[config.mk]
export PLATFORM = sky130hd
export DESIGN_NAME = uhde_executor
export DESIGN_NICKNAME = d
export VERILOG_FILES = /design/src/rtl/uhde_pkg.sv /design/src/rtl/uhde_executor.sv /design/src/rtl/uhde_frame_timer.sv
export SDC_FILE = /design/constraint.sdc
export NUM_CORES = 1
export LEC_CHECK = 0
export BUFFER_PORTS_ARGS = -buffer_cell sky130_fd_sc_hd__clkbuf_2
export CAP_MARGIN = 30
export CORE_ASPECT_RATIO = 1.75
export CORE_MARGIN = 2
export CORE_UTILIZATION = 45
export DETAILED_ROUTE_END_ITERATION = 7
export PLACE_DENSITY = 0.67
export SLEW_MARGIN = 20
export SYNTH_ARGS = -nofsm -noshare
export SYNTH_HDL_FRONTEND = slang
export SYNTH_SLANG_ARGS = --single-unit
export TNS_END_PERCENT = 10
[constraint.sdc]
create_clock -name clk_sys -period 13.7 [get_ports clk_sys]
set_input_delay 2.74 -clock clk_sys [delete_from_list [all_inputs] [get_ports clk_sys]]
set_output_delay 2.74 -clock clk_sys [all_outputs]
set_load 0.1 [all_outputs]
[src/rtl/uhde_pkg.sv]
// shared constants, codes and carriers of the descriptor executor
// assumes one 250 MHz clock; descriptor fetch and USB packet engine live outside
package uhde_pkg;

  // ----------------------------------------------------------------
  // timing
  // ----------------------------------------------------------------
  localparam int CLK_PERIOD_NS = 4;
  localparam int FRAME_TIME_NS = 1000000;
  localparam int FRAME_CYCLES  = FRAME_TIME_NS / CLK_PERIOD_NS;

  // ----------------------------------------------------------------
  // register map
  // ----------------------------------------------------------------
  localparam logic [3:0] REG_CTRL   = 4'h0;
  localparam logic [3:0] REG_STATUS = 4'h4;
  localparam logic [3:0] REG_FRAME  = 4'h8;
  localparam int         CTRL_RUN_BIT   = 0;
  localparam logic       CTRL_RUN_RESET = 1'b0;

  // ----------------------------------------------------------------
  // completion codes and fields
  // ----------------------------------------------------------------
  localparam logic [3:0] CC_NOERROR  = 4'h0;
  localparam logic [3:0] CC_CRC      = 4'h1;
  localparam logic [3:0] CC_BITSTUFF = 4'h2;
  localparam logic [3:0] CC_NORESP   = 4'h5;
  localparam logic [3:0] CC_OVERRUN  = 4'h8;
  localparam logic [3:0] CC_UNDERRUN = 4'h9;
  localparam logic [2:0] UNTOUCHED_TOP = 3'h7;
  localparam logic [1:0] TX_ERR_LIMIT  = 2'h2;
  localparam logic [2:0] IRQ_NEVER     = 3'h7;
  localparam int PSW_CC_LSB    = 12;
  localparam int PSW_SIZE_W    = 11;
  localparam int ADDR_LOW_W    = 12;
  localparam int OFFSET_SEL    = 12;
  localparam int ISO_MAX_PKTS  = 8;

  // ----------------------------------------------------------------
  // carriers
  // ----------------------------------------------------------------
  typedef enum logic [1:0] {
    WB_GEN    = 2'b00,
    WB_PSW    = 2'b01,
    WB_RETIRE = 2'b10
  } uhde_wb_kind_type;

  typedef struct packed {
    logic                             isIso;
    logic                             dirIn;
    logic [1:0]                       toggleField;
    logic                             carriedToggle;
    logic                             shortPacketOk;
    logic [2:0]                       irqDelay;
    logic [10:0]                      maxPacketLength;
    logic [31:0]                      bufferCursor;
    logic [31:0]                      bufferLastAddress;
    logic [31:0]                      nextDescriptor;
    logic [15:0]                      firstFrameIndex;
    logic [2:0]                       frameSpan;
    logic [19:0]                      bufferPageBase;
    logic [ISO_MAX_PKTS-1:0][15:0]    offsetEntry;
  } uhde_td_type;

  typedef struct packed {
    logic        valid;
    logic        isIso;
    logic        dirIn;
    logic        dataPid;
    logic [31:0] startAddr;
    logic [31:0] endAddr;
  } uhde_pkt_type;

  typedef struct packed {
    logic        valid;
    logic [3:0]  code;
    logic [10:0] byteCount;
  } uhde_res_type;

  typedef struct packed {
    logic             valid;
    uhde_wb_kind_type kind;
    logic [2:0]       index;
    logic [3:0]       code;
    logic             haltEndpoint;
    logic             carriedToggle;
    logic [31:0]      data;
  } uhde_wb_type;

endpackage

[src/rtl/uhde_executor.sv]
// transfer descriptor executor: general and isochronous descriptors
// assumes a fetch engine hands over one decoded descriptor at a time and a
// packet engine runs each USB transaction and returns one result per packet
// Operation
// - build packets at cursor, advance on success
// - write each packet outcome as completion code
// - first toggle from endpoint unless upper bit set
// - retire copies toggle lower bit to endpoint
// - whole buffer moved: retire to completed list
// - short packet: complete if allowed, else error+halt
// - isochronous endpoints run iso descriptors
// - frame_span plus one packets, one per frame
// - packet index is frame minus first frame
// - start address from offset, page select bit 12
// - end address next offset minus one, last ends buffer; code takes the end page from the current offset's page select
// - overwrite offset entry with status word per frame
// - 11-bit byte count, zero on OUT
// - untouched code marks entry still unprocessed
// - write overall code when iso descriptor retires
// - completion interrupt delayed by irq_delay frames
// - codes: 0000 ok, 1001 short, 111x untouched
// - retry transmission errors, retire after three
//
// Added by the designer: the address-and-strobe port and the register addresses.
module uhde_executor
  import uhde_pkg::*;
#(
  parameter int FRAME_LEN = FRAME_CYCLES
) (
  // clock and reset
  input  wire logic         clk_sys,
  input  wire logic         nrst,
  // register port
  input  wire logic [3:0]   regAddr,
  input  wire logic [31:0]  regWrData,
  input  wire logic         regWrite,
  input  wire logic         regRead,
  output logic [31:0]       regRdData,
  // descriptor hand-over
  input  wire logic         tdValid,
  input  wire uhde_td_type  tdIn,
  output logic              tdReady,
  // packet engine
  output uhde_pkt_type      pktReq,
  input  wire uhde_res_type pktRes,
  // memory write-back and completion interrupt
  output uhde_wb_type       wbOut,
  output logic              doneIrq
);

  // ----------------------------------------------------------------
  // frame timer
  // ----------------------------------------------------------------
  logic        run_q, run_d;
  logic        frameTick;
  logic [15:0] frameNumber;

  uhde_frame_timer #(.FRAME_LEN(FRAME_LEN)) u_frame (
    .clk_sys     (clk_sys),
    .nrst        (nrst),
    .run         (run_q),
    .frameTick   (frameTick),
    .frameNumber (frameNumber)
  );

  // ----------------------------------------------------------------
  // state
  // ----------------------------------------------------------------
  typedef enum logic [2:0] {
    ST_IDLE      = 3'b000,
    ST_GEN_ISSUE = 3'b001,
    ST_GEN_WAIT  = 3'b010,
    ST_ISO_SCAN  = 3'b011,
    ST_ISO_WAIT  = 3'b100,
    ST_RETIRE    = 3'b101
  } uhde_state_type;

  uhde_state_type state_q, state_d;
  uhde_td_type    td_q, td_d;
  logic           toggle_q, toggle_d;
  logic [1:0]     errCnt_q, errCnt_d;
  logic [3:0]     code_q, code_d;
  logic           halt_q, halt_d;
  logic [ISO_MAX_PKTS-1:0] doneMask_q, doneMask_d;
  logic [2:0]     curIdx_q, curIdx_d;
  logic           tdReady_q, tdReady_d;
  uhde_pkt_type   pkt_q, pkt_d;
  uhde_wb_type    wb_q, wb_d;
  logic           irqPend_q, irqPend_d;
  logic [2:0]     irqCnt_q, irqCnt_d;
  logic           irq_q, irq_d;

  // iso address and general packet helpers
  logic [15:0] isoDiff;
  logic [2:0]  isoIdx;
  logic [15:0] entryCur, entryNext;
  logic [19:0] isoUpper;
  logic [11:0] isoEndLow;
  logic [31:0] cursorNext;
  logic        isShort;
  logic        txError;

  always_comb begin
    isoDiff    = frameNumber - td_q.firstFrameIndex;
    isoIdx     = isoDiff[2:0];
    entryCur   = td_q.offsetEntry[isoIdx];
    entryNext  = td_q.offsetEntry[3'(isoIdx + 3'h1)];
    isoUpper   = entryCur[OFFSET_SEL] ? td_q.bufferLastAddress[31:ADDR_LOW_W]
                                      : td_q.bufferPageBase;
    isoEndLow  = entryNext[ADDR_LOW_W-1:0] - 12'h001;
    cursorNext = td_q.bufferCursor + {21'h0, pktRes.byteCount};
    isShort    = pktRes.byteCount < td_q.maxPacketLength;
    txError    = (pktRes.code == CC_CRC) || (pktRes.code == CC_BITSTUFF) ||
                 (pktRes.code == CC_NORESP);
  end

  // ----------------------------------------------------------------
  // descriptor engine
  // ----------------------------------------------------------------
  always_comb begin
    state_d    = state_q;
    td_d       = td_q;
    toggle_d   = toggle_q;
    errCnt_d   = errCnt_q;
    code_d     = code_q;
    halt_d     = halt_q;
    doneMask_d = doneMask_q;
    curIdx_d   = curIdx_q;
    pkt_d      = '0;
    wb_d       = '0;
    irqPend_d  = irqPend_q;
    irqCnt_d   = irqCnt_q;
    irq_d      = 1'b0;
    tdReady_d  = 1'b0;

    unique case (state_q)
      ST_IDLE: begin
        tdReady_d = run_q;
        if (tdValid && tdReady_q) begin
          tdReady_d  = 1'b0;
          td_d       = tdIn;
          errCnt_d   = 2'h0;
          code_d     = CC_NOERROR;
          halt_d     = 1'b0;
          doneMask_d = '0;
          // only the low bit is meaningful when the upper bit selects it
          toggle_d   = tdIn.toggleField[1] ? tdIn.toggleField[0]
                                           : tdIn.carriedToggle;
          state_d    = tdIn.isIso ? ST_ISO_SCAN : ST_GEN_ISSUE;
        end
      end

      ST_GEN_ISSUE: begin
        pkt_d.valid     = 1'b1;
        pkt_d.dirIn     = td_q.dirIn;
        pkt_d.dataPid   = toggle_q;
        pkt_d.startAddr = td_q.bufferCursor;
        pkt_d.endAddr   = td_q.bufferLastAddress;
        state_d         = ST_GEN_WAIT;
      end

      ST_GEN_WAIT: begin
        if (pktRes.valid) begin
          wb_d.valid = 1'b1;
          wb_d.kind  = WB_GEN;
          wb_d.code  = pktRes.code;
          wb_d.data  = td_q.bufferCursor;
          if (pktRes.code == CC_NOERROR) begin
            td_d.bufferCursor = cursorNext;
            wb_d.data         = cursorNext;
            toggle_d          = ~toggle_q;
            errCnt_d          = 2'h0;
            if (td_q.dirIn && isShort) begin
              if (!td_q.shortPacketOk) begin
                code_d    = CC_UNDERRUN;
                wb_d.code = CC_UNDERRUN;
                halt_d    = 1'b1;
              end
              state_d = ST_RETIRE;
            end else if (cursorNext > td_q.bufferLastAddress) begin
              state_d = ST_RETIRE;
            end else begin
              state_d = ST_GEN_ISSUE;
            end
          end else if (txError && errCnt_q != TX_ERR_LIMIT) begin
            errCnt_d = errCnt_q + 2'h1;
            state_d  = ST_GEN_ISSUE;
          end else begin
            code_d  = pktRes.code;
            halt_d  = 1'b1;
            state_d = ST_RETIRE;
          end
        end
      end

      ST_ISO_SCAN: begin
        if (!isoDiff[15]) begin
          if (isoDiff > {13'h0, td_q.frameSpan}) begin
            // last packet missed its frame: overall code reports it
            code_d  = doneMask_q[td_q.frameSpan] ? CC_NOERROR : CC_OVERRUN;
            state_d = ST_RETIRE;
          end else if (!doneMask_q[isoIdx] &&
                       entryCur[15:13] == UNTOUCHED_TOP) begin
            pkt_d.valid     = 1'b1;
            pkt_d.isIso     = 1'b1;
            pkt_d.dirIn     = td_q.dirIn;
            pkt_d.startAddr = {isoUpper, entryCur[ADDR_LOW_W-1:0]};
            pkt_d.endAddr   = (isoIdx == td_q.frameSpan)
                            ? td_q.bufferLastAddress
                            : {isoUpper, isoEndLow};
            curIdx_d        = isoIdx;
            state_d         = ST_ISO_WAIT;
          end
        end
      end

      ST_ISO_WAIT: begin
        if (pktRes.valid) begin
          doneMask_d[curIdx_q] = 1'b1;
          wb_d.valid = 1'b1;
          wb_d.kind  = WB_PSW;
          wb_d.index = curIdx_q;
          wb_d.code  = pktRes.code;
          wb_d.data  = {16'h0, pktRes.code, 1'b0,
                        td_q.dirIn ? pktRes.byteCount : 11'h000};
          td_d.offsetEntry[curIdx_q] = wb_d.data[15:0];
          state_d    = ST_ISO_SCAN;
        end
      end

      ST_RETIRE: begin
        wb_d.valid         = 1'b1;
        wb_d.kind          = WB_RETIRE;
        wb_d.code          = code_q;
        wb_d.haltEndpoint  = halt_q;
        wb_d.carriedToggle = toggle_q;
        wb_d.data          = td_q.nextDescriptor;
        if (td_q.irqDelay != IRQ_NEVER) begin
          irqPend_d = 1'b1;
          irqCnt_d  = td_q.irqDelay;
        end
        state_d = ST_IDLE;
      end

      default: state_d = ST_IDLE;
    endcase

    // frame-delayed completion interrupt
    if (irqPend_q && state_q != ST_RETIRE) begin
      if (irqCnt_q == 3'h0) begin
        irq_d     = 1'b1;
        irqPend_d = 1'b0;
      end else if (frameTick) begin
        irqCnt_d = irqCnt_q - 3'h1;
      end
    end
  end

  always_ff @(posedge clk_sys or negedge nrst) begin
    if (!nrst) begin
      state_q    <= ST_IDLE;
      td_q       <= '0;
      toggle_q   <= 1'b0;
      errCnt_q   <= 2'h0;
      code_q     <= CC_NOERROR;
      halt_q     <= 1'b0;
      doneMask_q <= '0;
      curIdx_q   <= 3'h0;
      tdReady_q  <= 1'b0;
      pkt_q      <= '0;
      wb_q       <= '0;
      irqPend_q  <= 1'b0;
      irqCnt_q   <= 3'h0;
      irq_q      <= 1'b0;
    end else begin
      state_q    <= state_d;
      td_q       <= td_d;
      toggle_q   <= toggle_d;
      errCnt_q   <= errCnt_d;
      code_q     <= code_d;
      halt_q     <= halt_d;
      doneMask_q <= doneMask_d;
      curIdx_q   <= curIdx_d;
      tdReady_q  <= tdReady_d;
      pkt_q      <= pkt_d;
      wb_q       <= wb_d;
      irqPend_q  <= irqPend_d;
      irqCnt_q   <= irqCnt_d;
      irq_q      <= irq_d;
    end
  end

  // ----------------------------------------------------------------
  // register port
  // ----------------------------------------------------------------
  logic [31:0] rd_q, rd_d;

  always_comb begin
    run_d = run_q;
    rd_d  = 32'h0000_0000;
    if (regWrite && regAddr == REG_CTRL) begin
      // stopping takes effect at the next idle; a running general descriptor finishes, an iso one stalls with the stopped frame timer
      run_d = regWrData[CTRL_RUN_BIT];
    end
    if (regRead) begin
      unique case (regAddr)
        REG_CTRL:   rd_d = {31'h0, run_q};
        REG_STATUS: rd_d = {16'h0, 5'h0, state_q, code_q, errCnt_q, halt_q,
                            toggle_q};
        REG_FRAME:  rd_d = {16'h0, frameNumber};
        default:    rd_d = 32'h0000_0000;
      endcase
    end
  end

  always_ff @(posedge clk_sys or negedge nrst) begin
    if (!nrst) begin
      run_q <= CTRL_RUN_RESET;
      rd_q  <= 32'h0000_0000;
    end else begin
      run_q <= run_d;
      rd_q  <= rd_d;
    end
  end

  assign regRdData = rd_q;
  assign tdReady   = tdReady_q;
  assign pktReq    = pkt_q;
  assign wbOut     = wb_q;
  assign doneIrq   = irq_q;

endmodule

[src/rtl/uhde_frame_timer.sv]
// frame timer: one-cycle frame tick from a divider and the frame number
// assumes clk_sys only; length of a frame is a parameter so benches can shorten it
module uhde_frame_timer
  import uhde_pkg::*;
#(
  parameter int FRAME_LEN = FRAME_CYCLES
) (
  // clock and reset
  input  wire logic        clk_sys,
  input  wire logic        nrst,
  // control
  input  wire logic        run,
  // frame outputs
  output logic             frameTick,
  output logic [15:0]      frameNumber
);

  localparam int CW = $clog2(FRAME_LEN);

  // a one-cycle frame would leave the divider without a count
  if (FRAME_LEN < 2) begin
    $error("FRAME_LEN must be at least 2");
  end

  logic [CW-1:0] divCnt_q, divCnt_d;
  logic          tick_q, tick_d;
  logic [15:0]   frame_q, frame_d;

  always_comb begin
    divCnt_d = divCnt_q;
    tick_d   = 1'b0;
    frame_d  = frame_q;
    if (run) begin
      if (divCnt_q == CW'(FRAME_LEN - 1)) begin
        divCnt_d = '0;
        tick_d   = 1'b1;
        frame_d  = frame_q + 16'h0001;
      end else begin
        divCnt_d = divCnt_q + CW'(1);
      end
    end
  end

  always_ff @(posedge clk_sys or negedge nrst) begin
    if (!nrst) begin
      divCnt_q <= '0;
      tick_q   <= 1'b0;
      frame_q  <= 16'h0000;
    end else begin
      divCnt_q <= divCnt_d;
      tick_q   <= tick_d;
      frame_q  <= frame_d;
    end
  end

  assign frameTick   = tick_q;
  assign frameNumber = frame_q;

endmodule

# [After elaboration in Yosys (flattened, before gate mapping)]
# Index checks and enable logic that the tools add are counted.
[word_totals] out_inout_bits=146 reg_bits=487 in_bits=340
[classes] addsub=8 n_reduce_logical=27 eq_ne=27 muxes=106 n_lt_le_gt_ge=8 bitwise=4
[op_table] op="263-bit 2-to-1 mux" count=1
[op_table] op="128-bit case mux with 2 select lines" count=1
[op_table] op="64-bit 2-to-1 mux" count=3
[op_table] op="32-bit 2-to-1 mux" count=5
[op_table] op="128-bit bitwise mux" count=1
[op_table] op="128-bit 2-to-1 mux" count=1
[op_table] op="64-bit case mux with 2 select lines" count=1
[op_table] op="16-bit binary-select mux with 3-bit select" count=2
[op_table] op="32-bit case mux with 3 select lines" count=1
[op_table] op="32-bit case mux with 2 select lines" count=1
[op_table] op="3-bit 2-to-1 mux" count=20
[op_table] op="4-bit 2-to-1 mux" count=13
[op_table] op="16-bit demux with 3-bit select" count=1
[op_table] op="16-bit 2-to-1 mux" count=3
[op_table] op="16-bit case mux with 3 select lines" count=1
[op_table] op="32-bit by 11-bit adder with 32-bit output" count=1
[op_table] op="32-bit greater-than comparator" count=1
[op_table] op="1-bit 2-to-1 mux" count=25
[op_table] op="4-bit case mux with 3 select lines" count=2
[op_table] op="3-bit != test, second input constant" count=7
[op_table] op="20-bit 2-to-1 mux" count=1
[op_table] op="18-bit by 1-bit adder with 18-bit output, second input constant" count=1
[op_table] op="18-bit == test, second input constant" count=1
[op_table] op="18-bit 2-to-1 mux" count=1
[op_table] op="other kinds (46)" count=85

# [Logic depth before layout (Yosys ltp)]
[logic_depth] word_depth=10 ltp_mapped=20

# [Modules after synthesis]
# From an unflattened synthesis, not the netlist that was laid out.
[hier_totals] hier_cells=2840 area_unflattened_um2=25665.9
[modules_own_cells] module="uhde_executor" cells_each=2679 n_inst=1 area_per_inst_um2=23876.6
[modules_own_cells] module="uhde_frame_timer" cells_each=161 n_inst=1 area_per_inst_um2=1789.2

# [Worst setup path after synthesis]
# Ideal clock, no wire load.
[synth_timing] kind="input -> register" start="input port pktRes[0] in the netlist's numbering" end="register state_q[2]" required_time_ns=13.579 cell_stages=20 slack_ns=7.473 t_arrival_ns=6.106 setup_time_ns=0.121 cell_sequence="ha_1 inv_1 fa_1 nor2b_1 o21a_1 o21a_1 o2111ai_1 a21boi_0 o21ai_1 nor4_1 xor2_1 ha_1 a21oi_1 nor2b_1 o21ai_0 o211ai_1 a221oi_1 o211ai_1 a21bo_2 a22o_1"
[synth_via] elab_chain_cells=7 word_cells_on_any_way=9 cone_classes="add/sub: 1; order compare: 2; mux: 5; reduce/logical: 1"
[synth_rtl] item="start, declared" line_no="uhde_executor.sv:45" source="input wire uhde_res_type pktRes,"
[synth_rtl] item="32-bit by 11-bit adder with 32-bit output" line_no="uhde_executor.sv:111" source="cursorNext = td_q.bufferCursor + {21'h0, pktRes.byteCount};"
[synth_rtl] item="32-bit greater-than comparator" line_no="uhde_executor.sv:180" source="end else if (cursorNext > td_q.bufferLastAddress) begin"
[synth_rtl] item="3-bit 2-to-1 mux" line_no="uhde_executor.sv:180"
[synth_rtl] item="3-bit 2-to-1 mux *" line_no="uhde_executor.sv:173" source="if (td_q.dirIn && isShort) begin"
[synth_rtl] item="3-bit 2-to-1 mux *" line_no="uhde_executor.sv:168" source="if (pktRes.code == CC_NOERROR) begin"
[synth_rtl] item="3-bit 2-to-1 mux *" line_no="uhde_executor.sv:163" source="if (pktRes.valid) begin"
[synth_rtl] item="3-bit case mux with 5 select lines *" line_no="uhde_executor.sv:136" source="unique case (state_q)"
[synth_rtl] item="end signal, assigned" line_no="uhde_executor.sv:276" source="state_q <= state_d;"
[synth_rtl] item="end, declared" line_no="uhde_executor.sv:78" source="uhde_state_type state_q, state_d;"
# Mark *: on every way between the ends. The rest lies on a longest branch, timed or not. The select of a mux whose other input is x is not followed.
# A chain may end at the register's enable or synchronous reset.

# [Worst setup path after layout]
# Ends and elaborated chain as after synthesis.

==> out/results.tsv <==
metric	value	unit
status	finished, final reports clean	
wl_per_cell	25.9	um
setup_viol	0	
cts_root_buf	clkbuf_16	
clock_power_share	18.4	%
clkLatencyLatePin	0.61	ns
setup_tns	0	ns
layout_setup_ws	6.78	ns
syn_avg_cell_area	9.22	um^2
io_buffers	438	
cts_sinks	471	
cts_setup_buffers	0	
ant_nets	0	
synth_area_leaders	dfrtp_1, nand2_1, a22oi_1	
synth_top_area_share	46.2	%
ys_seq_elements	471	
multi_input_area	12500	um^2
rows	115	
yosysMostFrequentCell	dfrtp_1	
antenna_found_initial	9	
ir_worst_vdd	139	uV
via_per_inst	6.06	
cp.required	14.19	ns
regArea	11800	um^2
timing.fmax	0.144	GHz
placed_cell_area	28200	um^2
vias	23300	
drtIter0Drc	1979	
min_path_type	flip-flop to flip-flop	
drc	0	
p_total	7.42	mW
nFillCells	5242	
synth_area	25500	um^2
grt_pass1_vias	23300	
drt_pass1_iterations	5	
netlist_instances	2767	
finClkSkew	0.0307	ns
nets	3516	
slew_violations	0	
tightest_slew	1.09	ns
yosysWarnings	0	
gp_congestion	0.960	
switching_share	47.4	%
globalRouteTotalUtil	33.6	%
p_int	3.90	mW
synth_top_flop_cell	dfrtp_1	
power_density	248	nW/um^2
maxCapViolCount	0	
finalHoldViolCount	0	
htreeDepth	2	
cts_hold_buf	0	
path_cells	clkbuf_2 > ha_1 > inv_1 > fa_1 > nor2b_1 > o21a_1 > o21a_1 > o2111ai_1 > a21boi_0 > o21ai_1 > nor4_1 > xor2_1 > ha_1 > a21o_1 > a21oi_1 > o211ai_1 > a221oi_1 > o211ai_1 > a21bo_2 > a22o_1	
ys_types	92	
die-height	319	um
synthArstFlopShare	100	%
grt_pass1_wl	145000	um
cts_tree	built	
critPathLaunchType	primary input	
p_comb_share	49.7	%
critPathCaptureType	flip-flop	
grt_max_degree	136	
synth_top_area_cell	dfrtp_1	
clockBufferDepth	3	
crit_arrival	7.41	ns
max_stage_delay	0.76	ns
post_cts_resized	0	
area_growth	17.4	%
overflow	0	
relSlewSlack	27.2	%
synth_edf_count	0	
post-route-period-util	50.5	%
synth-seq-area-share	46.2	%
rsz0062_at_grt	no	
numCtsBuffers	47	
cpMaxStageDelayCell	nor4_1	
die_area	58700	um^2
post-place-ws	6.31	ns
drive_above_1_share	21.0	%
synth_common_cells	dfrtp_1, nand2_1, nor2_1	
coreArea	56100	um^2
fin_crit	6.92	ns
p_sw	3.51	mW
hpwl	75600	um
crit_type	primary input to flip-flop	
start_util	45.5	%
critPathMaxFanout	6	
cts.clk_slew.worst_paths	0.07	ns
routed_wl	99500	um
leakagePower	14.1	nW
pwr-share-seq	31.8	%
design.portCount	486	
fp.dieW	184	um
final_cell_area	30000	um^2
-- metrics by stage --
stage | util, % | hold slack [ns] | instances
floorplan | - | 0.415 | 2782
global placement | 49.9 | 0.425 | 3731
detailed placement | 50.2 | 0.464 | 3740
CTS | 53.0 | 0.477 | 3825
global route | 53.4 | 0.484 | 3838
finish | 53.4 | 0.469 | 3840
-- cell type report --
type	instances	area share, %
Multi-Input combinational cell	1981	41.8
Tap cell	702	2.93
Antenna cell	6	0.0501
Sequential cell	471	39.3
Timing Repair Buffer	487	9.20
Inverter	108	1.35
Clock inverter	14	0.656
Clock buffer	71	4.70
-- power groups by stage --
stage | clock [mW] | sequential, mW | combinational [mW]
2_1_floorplan | 0 | 2.59 | 2.26
3_3_place_gp | 0 | 2.34 | 3.56
3_5_place_dp | 0 | 2.36 | 3.65
4_1_cts | 1.39 | 2.34 | 3.66
5_1_grt | 1.44 | 2.39 | 3.96
6_report | 1.37 | 2.36 | 3.69
-- routing by layer --
| layer | vias to the layer above | part of all wire [%] | global-route usage, % | wire (um) |
|---|---|---|---|---|
| met5 | - | 0.050 | 0 | 50 |
| met4 | 8 | 9.1 | 26.1 | 9050 |
| met3 | 328 | 6.5 | 4.89 | 6490 |
| met2 | 1143 | 50 | 58.2 | 49700 |
| met1 | 11400 | 34 | 36.4 | 34200 |
| li1 | 10400 | - | - | - |
-- layout by cell type (no fill, tap or decap), drive strengths merged, types with 44 or more instances in the layout --
cell type | synthesis | layout
o21ai | 208 | 208
nor2 | 247 | 247
nor3 | 45 | 45
nand3 | 59 | 59
nand2 | 413 | 413
mux4 | 44 | 44
xnor2 | 58 | 58
a21oi | 205 | 205
clkbuf | 134 | 508
a22oi | 160 | 160
ha | 78 | 78
inv | 107 | 109
buf | 88 | 50
dfrtp | 471 | 471
-- kinds of logic after synthesis --
| kind of cell | Yosys count | synth area share, % |
|---|---|---|
| AOI/OAI and AO/OA | 756 | 18.9 |
| xor gates and xnor gates | 88 | 3.11 |
| muxes | 92 | 5.82 |
| adders and majority gates | 80 | 3.98 |
| and+or+nand+nor | 949 | 16.7 |
| buffers and inverters | 330 | 5.34 |
| DFF | 471 | 46.2 |
| other | 1 | 0.0147 |
-- critical path: cells and delay by family --
kind | cells | cell delay, ns
AND/OR/NAND/NOR | 2 | 0.89
AO/OA/AOI/OAI | 12 | 2.60
XOR/XNOR | 1 | 0.16
buffers and inverters | 2 | 0.19
adder cells (fa/ha/maj) | 3 | 0.82
-- sequential cells by signal, indices dropped and copies added (netlist names), 4 cells and up --
name / flops
code_q: 4
doneMask_q: 8
pktReq: 68
regRdData: 16
td_q: 279
u_frame.divCnt_q: 18
u_frame.frameNumber: 16
wbOut: 44
-- worst paths after layout --
kind,to,startpoint,slack [ns],cells after the start
max,state_q[2],pktRes[0],6.78,20
min,irqCnt_q[0],irqCnt_q[0],0.47,1
max reg2reg,curIdx_q[0],u_frame.frameNumber[0],7.70,16
min reg2reg,irqCnt_q[0],irqCnt_q[0],0.47,1
max in group asynchronous,wbOut[20],nrst,9.37,5
min in group asynchronous,regRdData[0],nrst,2.07,1
No activity file was read; power rests on OpenSTA's default activity.
